## config.mk

```make
export PLATFORM = sky130hd
export DESIGN_NAME = tacc_alarm_core
export DESIGN_NICKNAME = d
export VERILOG_FILES = /design/src/tacc_pkg.sv /design/src/tacc_alarm_core.sv /design/src/tacc_limit_cmp.sv
export SDC_FILE = /design/constraint.sdc
export NUM_CORES = 1
export LEC_CHECK = 0
export BUFFER_PORTS_ARGS = -buffer_cell sky130_fd_sc_hd__clkbuf_2
export CAP_MARGIN = 10
export CELL_PAD_IN_SITES_DETAIL_PLACEMENT = 1
export CELL_PAD_IN_SITES_GLOBAL_PLACEMENT = 1
export CORE_MARGIN = 2
export CORE_UTILIZATION = 50
export CTS_CLUSTER_SIZE = 10
export DETAILED_ROUTE_END_ITERATION = 12
export GPL_ROUTABILITY_DRIVEN = 0
export PLACE_DENSITY_LB_ADDON = 0.25
export SYNTH_ARGS = -nofsm -noshare
export SYNTH_HDL_FRONTEND = slang
export SYNTH_SLANG_ARGS = --single-unit
```

## constraint.sdc

```tcl
create_clock -name sys_clk -period 8.5 [get_ports sys_clk]
set_input_delay 1.7 -clock sys_clk [delete_from_list [all_inputs] [get_ports sys_clk]]
set_output_delay 1.7 -clock sys_clk [all_outputs]
set_load 0.02 [all_outputs]
```

## src/tacc_pkg.sv

```systemverilog
// Purpose: shared constants and carriers of the thermal alarm config/compare block
// Assumes: 16-bit registers reached through a pointer, one clock, synchronous reset
// Notes: temperatures are 13-bit two's complement, lsb of 0.0625 degrees
package tacc_pkg;
   // register pointers
   localparam logic [7:0] PTR_CAPS = 8'h00;
   localparam logic [7:0] PTR_CFG = 8'h01;
   localparam logic [7:0] PTR_UPPER = 8'h02;
   localparam logic [7:0] PTR_LOWER = 8'h03;
   localparam logic [7:0] PTR_CRIT = 8'h04;
   localparam logic [7:0] PTR_TEMP = 8'h05;
   localparam logic [7:0] PTR_MFR = 8'h06;
   localparam logic [7:0] PTR_DEV = 8'h07;
   localparam logic [7:0] PTR_RES = 8'h08;
   // configuration field positions
   localparam int CFG_MODE = 0;
   localparam int CFG_POL = 1;
   localparam int CFG_CONLY = 2;
   localparam int CFG_EN = 3;
   localparam int CFG_STS = 4;
   localparam int CFG_CLEAR = 5;
   localparam int CFG_WLOCK = 6;
   localparam int CFG_CLOCK = 7;
   localparam int CFG_POWER_DOWN_BIT = 8;
   localparam int CFG_HYSTERESIS_FIELD_LO = 9;
   // temperature field positions: compare window and status flags
   localparam int TMP_CMP_HI = 12;
   localparam int TMP_CMP_LO = 2;
   localparam int TMP_FLAG_CRIT = 15;
   localparam int TMP_FLAG_UPPER = 14;
   localparam int TMP_FLAG_LOWER = 13;
   // values after reset
   localparam logic [15:0] RST_CFG = 16'h0000;
   localparam logic [15:0] RST_LIMIT = 16'h0000;
   localparam logic [4:0] RST_RES = 5'h0f;
   // hysteresis in quarter degrees per code: none, 6, 12, 24
   localparam logic [4:0] HYSTERESIS_FIELD_Q0 = 5'h00;
   localparam logic [4:0] HYSTERESIS_FIELD_Q1 = 5'h06;
   localparam logic [4:0] HYSTERESIS_FIELD_Q2 = 5'h0c;
   localparam logic [4:0] HYSTERESIS_FIELD_Q3 = 5'h18;
   // fixed capability bits: timeout range 25..35 ms, no event-on-shutdown release
   localparam logic [2:0] CAPS_TOP = 3'h2;
   // limit channels
   localparam int CH_UPPER = 0;
   localparam int CH_LOWER = 1;
   localparam int CH_CRIT = 2;
   localparam int NUM_CH = 3;

   // one register access from the serial front end
   typedef struct packed {
      logic ptr_wr;
      logic wr;
      logic rd;
      logic [7:0] ptr;
      logic [15:0] wdata;
   } tacc_req_t;

   // one finished conversion
   typedef struct packed {
      logic valid;
      logic [12:0] value;
   } tacc_sample_t;
endpackage : tacc_pkg

```

## src/tacc_alarm_core.sv

```systemverilog
// Purpose: configuration, limit registers and alarm pin of the thermal monitor
// Assumes: a serial front end turns bus frames into tacc_req_t accesses
// Notes: the alarm pin is open drain when active low, push-pull when active high
//
// Function
// RQ1 - shutdown stops conversion, alarms and reading updates
// RQ2 - shutdown set refused while locked, clear always
// RQ3 - registers answer normally while shut down
// RQ4 - critical lock guards critical limit until reset
// RQ5 - window lock guards upper/lower limits until reset
// RQ6 - clear bit releases alarm, self-clears, reads zero
// RQ7 - clear bit ignored in comparator mode
// RQ8 - status bit shows alarm asserted
// RQ9 - enable gates alarm, frozen under locks
// RQ10 - critical-only selects sources, frozen by window lock
// RQ11 - polarity picks asserted pin level
// RQ12 - mode bit picks comparator or interrupt
// RQ13 - limits and temperature are two's complement
// RQ14 - bits 12..2 defined in every register
// RQ15 - compare bits 12..2, read full resolution
// RQ16 - host zeroes limit bit 2 at half-degree
// RQ17 - host writes zero to unused limit bits
// RQ18 - upper limit at pointer 02 resets zero
// RQ19 - upper limit crossing asserts enabled alarm
// RQ20 - upper limit read-only under window lock
// RQ21 - hysteresis codes none, 1.5, 3, 6 degrees
// RQ22 - hysteresis frozen while either lock set
// RQ23 - comparator follows, interrupt latches until clear
module tacc_alarm_core #(
   parameter logic [15:0] MFR_ID = 16'h0001, // arbitrary value
   parameter logic [15:0] DEV_REV = 16'h0100 // arbitrary value
) (
   input wire logic sys_clk,
   input wire logic rst_n,
   input tacc_pkg::tacc_req_t acc_req,
   output logic [15:0] acc_rdata_q,
   input tacc_pkg::tacc_sample_t conv_sample,
   output logic conv_run,
   input wire logic alarm_pin_i,
   output logic alarm_pin_o,
   output logic alarm_pin_oe
);
   import tacc_pkg::*;

   logic [7:0] ptr_q;
   logic mode_q;
   logic pol_q;
   logic conly_q;
   logic en_q;
   logic wlock_q;
   logic clock_q;
   logic power_down_bit_q;
   logic [1:0] hysteresis_field_q;
   logic [10:0] lim_q [NUM_CH];
   logic [12:0] temp_q;
   logic [4:0] res_q;
   logic alarm_q;
   logic cond_q;
   logic [NUM_CH-1:0] flag;
   logic [4:0] hysteresis_field_amt;
   logic cfg_wr;
   logic any_lock;
   logic clear_req;
   logic sample_ok;
   logic cond_c;
   logic [15:0] cfg_rd;
   logic [12:0] temp_rd;
   logic [15:0] rd_c;

   // write strobes use the pointer latched by an earlier pointer write
   assign cfg_wr = acc_req.wr && ptr_q == PTR_CFG;
   assign any_lock = wlock_q | clock_q;
   assign clear_req = cfg_wr && acc_req.wdata[CFG_CLEAR] && mode_q; // RQ6 RQ7
   assign sample_ok = conv_sample.valid && !power_down_bit_q; // RQ1
   assign conv_run = !power_down_bit_q; // RQ1

   // address pointer
   always_ff @(posedge sys_clk) begin
      if (!rst_n) begin
         ptr_q <= 8'h00;
      end else if (acc_req.ptr_wr) begin
         ptr_q <= acc_req.ptr;
      end
   end

   // polarity and mode are always writable
   always_ff @(posedge sys_clk) begin
      if (!rst_n) begin
         mode_q <= RST_CFG[CFG_MODE];
         pol_q <= RST_CFG[CFG_POL];
      end else if (cfg_wr) begin
         mode_q <= acc_req.wdata[CFG_MODE]; // RQ12
         pol_q <= acc_req.wdata[CFG_POL]; // RQ11
      end
   end

   // locks only ever set; cleared by reset alone
   always_ff @(posedge sys_clk) begin
      if (!rst_n) begin
         wlock_q <= RST_CFG[CFG_WLOCK];
         clock_q <= RST_CFG[CFG_CLOCK];
      end else if (cfg_wr) begin
         if (acc_req.wdata[CFG_WLOCK]) begin
            wlock_q <= 1'b1; // RQ5
         end
         if (acc_req.wdata[CFG_CLOCK]) begin
            clock_q <= 1'b1; // RQ4
         end
      end
   end

   // fields frozen by locks, judged on the lock state before this write
   always_ff @(posedge sys_clk) begin
      if (!rst_n) begin
         en_q <= RST_CFG[CFG_EN];
         hysteresis_field_q <= RST_CFG[CFG_HYSTERESIS_FIELD_LO+1:CFG_HYSTERESIS_FIELD_LO];
         conly_q <= RST_CFG[CFG_CONLY];
      end else if (cfg_wr) begin
         if (!any_lock) begin
            en_q <= acc_req.wdata[CFG_EN]; // RQ9
            hysteresis_field_q <= acc_req.wdata[CFG_HYSTERESIS_FIELD_LO+1:CFG_HYSTERESIS_FIELD_LO]; // RQ22
         end
         if (!wlock_q) begin
            conly_q <= acc_req.wdata[CFG_CONLY]; // RQ10
         end
      end
   end

   // shutdown: set refused under a lock, clear taken any time
   always_ff @(posedge sys_clk) begin
      if (!rst_n) begin
         power_down_bit_q <= RST_CFG[CFG_POWER_DOWN_BIT];
      end else if (cfg_wr) begin
         if (!acc_req.wdata[CFG_POWER_DOWN_BIT]) begin
            power_down_bit_q <= 1'b0; // RQ2
         end else if (!any_lock) begin
            power_down_bit_q <= 1'b1; // RQ2
         end
      end
   end

   // limit registers, unused bits dropped so they read zero
   always_ff @(posedge sys_clk) begin
      if (!rst_n) begin
         for (int i = 0; i < NUM_CH; i++) begin
            lim_q[i] <= RST_LIMIT[TMP_CMP_HI:TMP_CMP_LO]; // RQ18
         end
      end else if (acc_req.wr) begin
         if (ptr_q == PTR_UPPER && !wlock_q) begin
            lim_q[CH_UPPER] <= acc_req.wdata[TMP_CMP_HI:TMP_CMP_LO]; // RQ20
         end
         if (ptr_q == PTR_LOWER && !wlock_q) begin
            lim_q[CH_LOWER] <= acc_req.wdata[TMP_CMP_HI:TMP_CMP_LO]; // RQ5
         end
         if (ptr_q == PTR_CRIT && !clock_q) begin
            lim_q[CH_CRIT] <= acc_req.wdata[TMP_CMP_HI:TMP_CMP_LO]; // RQ4
         end
      end
   end

   // resolution code register; bits 2..0 are test bits mirrored to capabilities
   always_ff @(posedge sys_clk) begin
      if (!rst_n) begin
         res_q <= RST_RES;
      end else if (acc_req.wr && ptr_q == PTR_RES) begin
         res_q <= acc_req.wdata[4:0];
      end
   end

   // latest reading, held while shut down
   always_ff @(posedge sys_clk) begin
      if (!rst_n) begin
         temp_q <= 13'h0000;
      end else if (sample_ok) begin
         temp_q <= conv_sample.value; // RQ1 RQ13
      end
   end

   // hysteresis code to quarter degrees
   always_comb begin
      case (hysteresis_field_q)
         2'b00: hysteresis_field_amt = HYSTERESIS_FIELD_Q0;
         2'b01: hysteresis_field_amt = HYSTERESIS_FIELD_Q1;
         2'b10: hysteresis_field_amt = HYSTERESIS_FIELD_Q2;
         default: hysteresis_field_amt = HYSTERESIS_FIELD_Q3;
      endcase
   end

   // one comparator per limit on the quarter-degree window only
   for (genvar g = 0; g < NUM_CH; g++) begin : g_cmp
      tacc_limit_cmp #(
         .IS_LOW(g == CH_LOWER)
      ) u_cmp (
         .sys_clk(sys_clk),
         .rst_n(rst_n),
         .sample_en(sample_ok),
         .temp(conv_sample.value[TMP_CMP_HI:TMP_CMP_LO]), // RQ15
         .limit(lim_q[g]),
         .hysteresis_field(hysteresis_field_amt),
         .flag_q(flag[g])
      );
   end

   // alarm sources; upper-limit crossing counts in both directions
   assign cond_c = conly_q ? flag[CH_CRIT] : |flag; // RQ10 RQ19

   // previous condition, to see a new event in interrupt mode
   always_ff @(posedge sys_clk) begin
      if (!rst_n) begin
         cond_q <= 1'b0;
      end else if (!power_down_bit_q) begin
         cond_q <= cond_c;
      end
   end

   // alarm state: frozen in shutdown unless disabled, new event wins over clear
   always_ff @(posedge sys_clk) begin
      if (!rst_n) begin
         alarm_q <= 1'b0;
      end else if (!en_q) begin
         alarm_q <= 1'b0; // RQ9
      end else if (!power_down_bit_q) begin
         if (!mode_q) begin
            alarm_q <= cond_c; // RQ23 RQ7
         end else if (cond_c != cond_q) begin
            alarm_q <= 1'b1; // RQ23 RQ19
         end else if (clear_req) begin
            alarm_q <= 1'b0; // RQ6
         end
      end
   end

   // pin drive: active low pulls down only, active high drives both levels
   assign alarm_pin_o = alarm_q ? pol_q : ~pol_q; // RQ11
   assign alarm_pin_oe = alarm_q | pol_q;

   // config readback; clear bit always reads zero
   assign cfg_rd = {5'h00, hysteresis_field_q, power_down_bit_q, clock_q, wlock_q, 1'b0, alarm_q, en_q, conly_q,
                    pol_q, mode_q}; // RQ8 RQ6

   // reading masked to the selected resolution
   always_comb begin
      case (res_q[4:3])
         2'b00: temp_rd = {temp_q[12:3], 3'h0};
         2'b01: temp_rd = {temp_q[12:2], 2'h0};
         2'b10: temp_rd = {temp_q[12:1], 1'h0};
         default: temp_rd = temp_q;
      endcase
   end

   // read multiplexer, unmapped pointers read zero
   always_comb begin
      case (ptr_q)
         PTR_CAPS: rd_c = {8'h00, CAPS_TOP, res_q};
         PTR_CFG: rd_c = cfg_rd;
         PTR_UPPER: rd_c = {3'h0, lim_q[CH_UPPER], 2'h0}; // RQ14
         PTR_LOWER: rd_c = {3'h0, lim_q[CH_LOWER], 2'h0};
         PTR_CRIT: rd_c = {3'h0, lim_q[CH_CRIT], 2'h0};
         PTR_TEMP: rd_c = {flag[CH_CRIT], flag[CH_UPPER], flag[CH_LOWER], temp_rd}; // RQ15
         PTR_MFR: rd_c = MFR_ID;
         PTR_DEV: rd_c = DEV_REV;
         PTR_RES: rd_c = {11'h000, res_q};
         default: rd_c = 16'h0000;
      endcase
   end

   // read data register, served in shutdown as well
   always_ff @(posedge sys_clk) begin
      if (!rst_n) begin
         acc_rdata_q <= 16'h0000;
      end else if (acc_req.rd) begin
         acc_rdata_q <= rd_c; // RQ3
      end
   end

   // checks
   a_power_down_bit_refused: assert property (@(posedge sys_clk) disable iff (!rst_n)
      cfg_wr && acc_req.wdata[CFG_POWER_DOWN_BIT] && any_lock && !power_down_bit_q |=> !power_down_bit_q) // RQ2
      else $error("shutdown set while locked");
   a_power_down_bit_clear: assert property (@(posedge sys_clk) disable iff (!rst_n)
      cfg_wr && !acc_req.wdata[CFG_POWER_DOWN_BIT] |=> !power_down_bit_q) // RQ2
      else $error("shutdown clear not taken");
   a_power_down_bit_freeze: assert property (@(posedge sys_clk) disable iff (!rst_n)
      power_down_bit_q && en_q ##1 power_down_bit_q |-> $stable(temp_q) && $stable(alarm_q)) // RQ1
      else $error("state moved during shutdown");
   a_crit_lock_sticky: assert property (@(posedge sys_clk) disable iff (!rst_n)
      clock_q |=> clock_q) // RQ4
      else $error("critical lock dropped");
   a_crit_locked: assert property (@(posedge sys_clk) disable iff (!rst_n)
      clock_q |=> $stable(lim_q[CH_CRIT])) // RQ4
      else $error("critical limit written while locked");
   a_upper_locked: assert property (@(posedge sys_clk) disable iff (!rst_n)
      wlock_q |=> $stable(lim_q[CH_UPPER]) && $stable(lim_q[CH_LOWER])) // RQ20
      else $error("window limit written while locked");
   a_upper_write: assert property (@(posedge sys_clk) disable iff (!rst_n)
      acc_req.wr && ptr_q == PTR_UPPER && !wlock_q
      |=> lim_q[CH_UPPER] == $past(acc_req.wdata[TMP_CMP_HI:TMP_CMP_LO])) // RQ18
      else $error("upper limit write lost");
   a_cfg_frozen: assert property (@(posedge sys_clk) disable iff (!rst_n)
      any_lock |=> $stable(en_q) && $stable(hysteresis_field_q)) // RQ9
      else $error("enable or hysteresis changed under lock");
   a_conly_frozen: assert property (@(posedge sys_clk) disable iff (!rst_n)
      wlock_q |=> $stable(conly_q)) // RQ10
      else $error("critical-only changed under lock");
   a_comp_follow: assert property (@(posedge sys_clk) disable iff (!rst_n)
      !mode_q && en_q && !power_down_bit_q |=> alarm_q == $past(cond_c)) // RQ23
      else $error("comparator alarm does not follow condition");
   a_clear_release: assert property (@(posedge sys_clk) disable iff (!rst_n)
      clear_req && !power_down_bit_q && cond_c == cond_q |=> !alarm_q) // RQ6
      else $error("clear did not release alarm");
   a_status_read: assert property (@(posedge sys_clk) disable iff (!rst_n)
      acc_req.rd && ptr_q == PTR_CFG
      |=> acc_rdata_q[CFG_STS] == $past(alarm_q) && !acc_rdata_q[CFG_CLEAR]) // RQ8
      else $error("status readback wrong");
   a_pin_level: assert property (@(posedge sys_clk) disable iff (!rst_n)
      alarm_q && !pol_q |-> alarm_pin_oe && !alarm_pin_o) // RQ11
      else $error("active-low pin not pulled down");

   c_int_clear: cover property (@(posedge sys_clk) disable iff (!rst_n)
      mode_q && alarm_q ##1 clear_req ##1 !alarm_q);
   c_comp_trip: cover property (@(posedge sys_clk) disable iff (!rst_n)
      !mode_q && !alarm_q ##1 alarm_q);
   c_lock_refuse: cover property (@(posedge sys_clk) disable iff (!rst_n)
      cfg_wr && acc_req.wdata[CFG_POWER_DOWN_BIT] && any_lock);
   c_pin_seen: cover property (@(posedge sys_clk) disable iff (!rst_n)
      alarm_q && alarm_pin_i == pol_q);
endmodule : tacc_alarm_core

```

## src/tacc_limit_cmp.sv

```systemverilog
// Purpose: one limit comparator with hysteresis on falling (or rising) return
// Assumes: temperature and limit are the 11-bit quarter-degree compare window
// Notes: the flag only moves on an accepted sample
module tacc_limit_cmp #(
   parameter bit IS_LOW = 1'b0
) (
   input wire logic sys_clk,
   input wire logic rst_n,
   input wire logic sample_en,
   input wire logic [10:0] temp,
   input wire logic [10:0] limit,
   input wire logic [4:0] hysteresis_field,
   output logic flag_q
);
   import tacc_pkg::*;

   logic signed [12:0] t_s;
   logic signed [12:0] l_s;
   logic signed [12:0] h_s;
   logic signed [12:0] l_far;
   logic set_c;
   logic clr_c;

   // widen to avoid overflow when the hysteresis is applied
   assign t_s = {{2{temp[10]}}, temp};
   assign l_s = {{2{limit[10]}}, limit};
   assign h_s = {8'h00, hysteresis_field};
   assign l_far = IS_LOW ? 13'(l_s + h_s) : 13'(l_s - h_s);

   // low limit trips below and returns at limit plus band; others the mirror
   always_comb begin
      if (IS_LOW) begin
         set_c = t_s < l_s;
         clr_c = t_s >= l_far;
      end else begin
         set_c = t_s > l_s;
         clr_c = t_s <= l_far;
      end
   end

   // flag update on each accepted conversion
   always_ff @(posedge sys_clk) begin
      if (!rst_n) begin
         flag_q <= 1'b0;
      end else if (sample_en) begin
         if (set_c) begin
            flag_q <= 1'b1; // RQ21
         end else if (clr_c) begin
            flag_q <= 1'b0; // RQ21
         end
      end
   end
endmodule : tacc_limit_cmp

```

==> flow_metrics.py <==
metrics = {
    "worst_setup_path": {
        "cp_slowest_stage_delay_ns": 0.49,
        "end_kind": "flop",
        "critPathSlowestCell": "dfxtp_1",
        "path_common_cell": "ha_1",
        "critPathLaunch": "hysteresis_field_q[0]$_SDFFE_PN0P_",
        "critPathTopFamily": "simple AND/OR/NAND/NOR gates",
        "path_class": "flop to flop",
        "worstPathMaxFanout": 6,
        "cp_data_required_time_ns": 8.77,
        "timing.rr.start": "hysteresis_field_q[0]$_SDFFE_PN0P_",
        "worst-path-buf-inv": 2,
        "worstPathCellList": "inv_1 > ha_1 > nor2_1 > inv_1 > ha_1 > a21o_1 > a21oi_1 > nand2b_1 > nor2_1 > xnor2_1 > ha_1 > nand4_1 > nor3_1 > o2bb2ai_1 > mux2_2 > o22ai_1",
        "worstPathArrival_ns": 4.10,
        "start_kind": "flop",
    },
    "sta": {
        "min_period_ns": 3.83,
        "slew_violations": 0,
        "finalSetupViolCount": 0,
        "rsz0062_at_grt": "no",
        "hold_viol": 0,
        "finalClockSkew_ns": 0.00767,
        "holdWs_ns": 0.476,
        "max_freq_mhz": 261,
        "post-route-period-util": 0.451,
        "tightest_slew_ns": 0.923,
        "finalSetupTns_ns": 0,
        "slew_headroom": 0.379,
    },
    "routing": {
        "viasPerCell": 6.12,
        "post_drt_wl_per_cell_um": 21.7,
        "vias": 5254,
        "drt-initial-drc-count": 245,
        "remaining_drc_errors": 0,
        "wirelength_um": 18600,
        "first_pass_iters": 4,
        "antenna_left": 0,
    },
    "clock_network": {
        "clock-root-buffer": "clkbuf_16",
        "cts_buffers": 9,
        "clk_latency_ns": 0.34,
        "clock_sinks": 89,
        "htreeDepth": 3,
        "hold_buffers": 0,
        "post_cts_buffers": 0,
        "ctsResizeCount": 0,
        "clock_path_buffers": 2,
        "clk_pin_slew_ns": 0.07,
        "cts_tree": "done",
    },
    "hold_path": {
        "hold_class": "flop to flop",
        "hold_start": "acc_rdata_q[7]$_SDFFE_PN0P_",
    },
    "global_routing": {
        "grt_pass1_wl_um": 29400,
        "grt_pass1_vias": 5637,
        "grt_use_met1": 0.372,
        "track_usage": 0.295,
        "use_met2": 0.505,
        "grt-ovfl-total": 0,
        "grt_max_degree": 57,
        "grt_util_met3": 0.0461,
        "antenna_found_initial": 0,
        "grt_most_used_layer": "met2",
    },
    "die": {
        "die_area_um2": 13100,
        "row_count": 40,
        "core_region_area_um2": 12000,
        "io_pins": 63,
        "initial_core_util": 0.510,
        "die_h_um": 114,
        "die_w_um": 114,
    },
    "yosys": {
        "synthesis.nets": 780,
        "async_reset_ff_frac": 0,
        "ys_types": 60,
        "avgSynthCellArea_um2": 9.35,
        "synthFlopType": "dfxtp_1",
        "netlist_instances": 653,
        "synth_area_leaders": "dfxtp_1 18%, ha_1 16%, edfxtp_1 16%",
        "synthTopCellsByCount": "80 x ha_1, 60 x nand2_1, 56 x dfxtp_1",
        "yosysSeqAreaShare": 0.346,
        "synth_most_common_cell": "ha_1",
        "netlist_area_um2": 6100,
        "synth_top_cell_area_share": 0.184,
        "yosys.area.top_type": "dfxtp_1",
        "ys_seq_elements": 89,
        "yosysWarnings": 0,
        "synth_edf_count": 33,
    },
    "power_and_ir_drop": {
        "cellPowerDensity_nw_per_um2": 154,
        "p_leak_nw": 2.85,
        "finalPower_mw": 1.05,
        "peakVddDrop_v": 0.000128,
    },
    "layout": {
        "n_fill_cell": 1390,
        "final_nets": 833,
        "syn2layout_area_growth_pct": 11.8,
        "drive_gt1_frac": 0.134,
        "diodes": 0,
        "finalCoreUtilization": 0.570,
    },
    "status": {
        "status": "completed",
    },
    "placement": {
        "dp_hpwl_um": 14600,
        "port_buffers": 58,
    },
    "run": {
        "maxCapViolCount": 0,
    },
}
## cell families (layout without fill, tap and decap cells)
kind of cell | count (synthesis) | count (layout) | synth area share
muxes | 33 | 33 | 0.0551
DFF | 89 | 89 | 0.346
buffers and inverters | 76 | 134 | 0.0482
xor gates and xnor gates | 27 | 27 | 0.0387
AOI/OAI and AO/OA | 144 | 144 | 0.163
adders and majority gates | 85 | 85 | 0.177
and+or+nand+nor | 199 | 199 | 0.171
## worst paths after layout
check,end,slack (ns),cells past startpoint
max,g_cmp[1].u_cmp.flag_q$_SDFFE_PN0P_,4.67,16
min,acc_rdata_q[7]$_SDFFE_PN0P_,0.48,2
max reg2reg,g_cmp[1].u_cmp.flag_q$_SDFFE_PN0P_,4.67,16
min reg2reg,acc_rdata_q[7]$_SDFFE_PN0P_,0.48,2
## routing by layer
layer | vias to the layer above | wire length, um
met4 | 0 | 590
met2 | 156 | 9050
li1 | 2478 | -
met1 | 2587 | 8040
met5 | - | 0
met3 | 33 | 945
## per-stage QoR
stage | instance area [um2] | setup WS [ns] | cells
detailed placement | 6550 | 4.70 | 842
finish | 6820 | 4.67 | 858
global placement | 6550 | 4.83 | 842
global route | 6820 | 4.39 | 858
floorplan | 6100 | 5.07 | 653
CTS | 6820 | 4.67 | 858
## cell usage in the layout, fill, tap and decap left out, types with 6 or more instances in the layout
cell type	synthesis	layout
nor2b_1	26	26
and2_1	12	12
xnor2_1	26	26
clkbuf_2	0	58
a22o_1	8	8
clkbuf_16	0	9
inv_1	52	52
buf_4	1	8
dfxtp_1	56	56
nand2b_1	10	10
nor3_1	9	9
nand2_1	60	60
o21ai_0	17	17
ha_1	80	80
edfxtp_1	33	33
a21oi_1	34	34
a21o_1	8	8
and3_1	8	8
o211ai_1	7	7
or3_1	6	6
nand3_1	26	26
nand4_1	13	13
mux2i_1	28	28
a21boi_0	23	23
nor2_1	14	14
## area by class of cell
class | count | area [um2] | area share
inverter | 52 | 195 | 0.0286
sequential | 89 | 2110 | 0.310
clock inverter | 6 | 40.0 | 0.00587
clock buffer | 10 | 229 | 0.0336
timing repair buffer | 66 | 350 | 0.0513
tap | 147 | 184 | 0.0270
multi-input combinational | 488 | 3710 | 0.544
## worst reg2reg max path, stage by stage (launching register included)
cell	delay, ns
dfxtp_1	0.49
inv_1	0.09
ha_1	0.21
nor2_1	0.41
inv_1	0.17
ha_1	0.36
a21o_1	0.19
a21oi_1	0.20
nand2b_1	0.19
nor2_1	0.07
xnor2_1	0.12
ha_1	0.30
nand4_1	0.13
nor3_1	0.33
o2bb2ai_1	0.11
mux2_2	0.29
o22ai_1	0.11
## state kept, by name, summed over array words and instances (netlist names)
signal              cells
res_q                   5
power_down_bit_q        1
hysteresis_field_q      2
wlock_q                 1
lim_q                  33
g_cmp.u_cmp.flag_q      3
pol_q                   1
mode_q                  1
conly_q                 1
clock_q                 1
cond_q                  1
acc_rdata_q            16
en_q                    1
ptr_q                   8
temp_q                 13
alarm_q                 1
## power by group
part           switching, mW  internal, mW
logic                  0.113        0.0828
registers             0.0269         0.461
clock network          0.170         0.199
Power figures use the tool's default switching activity.
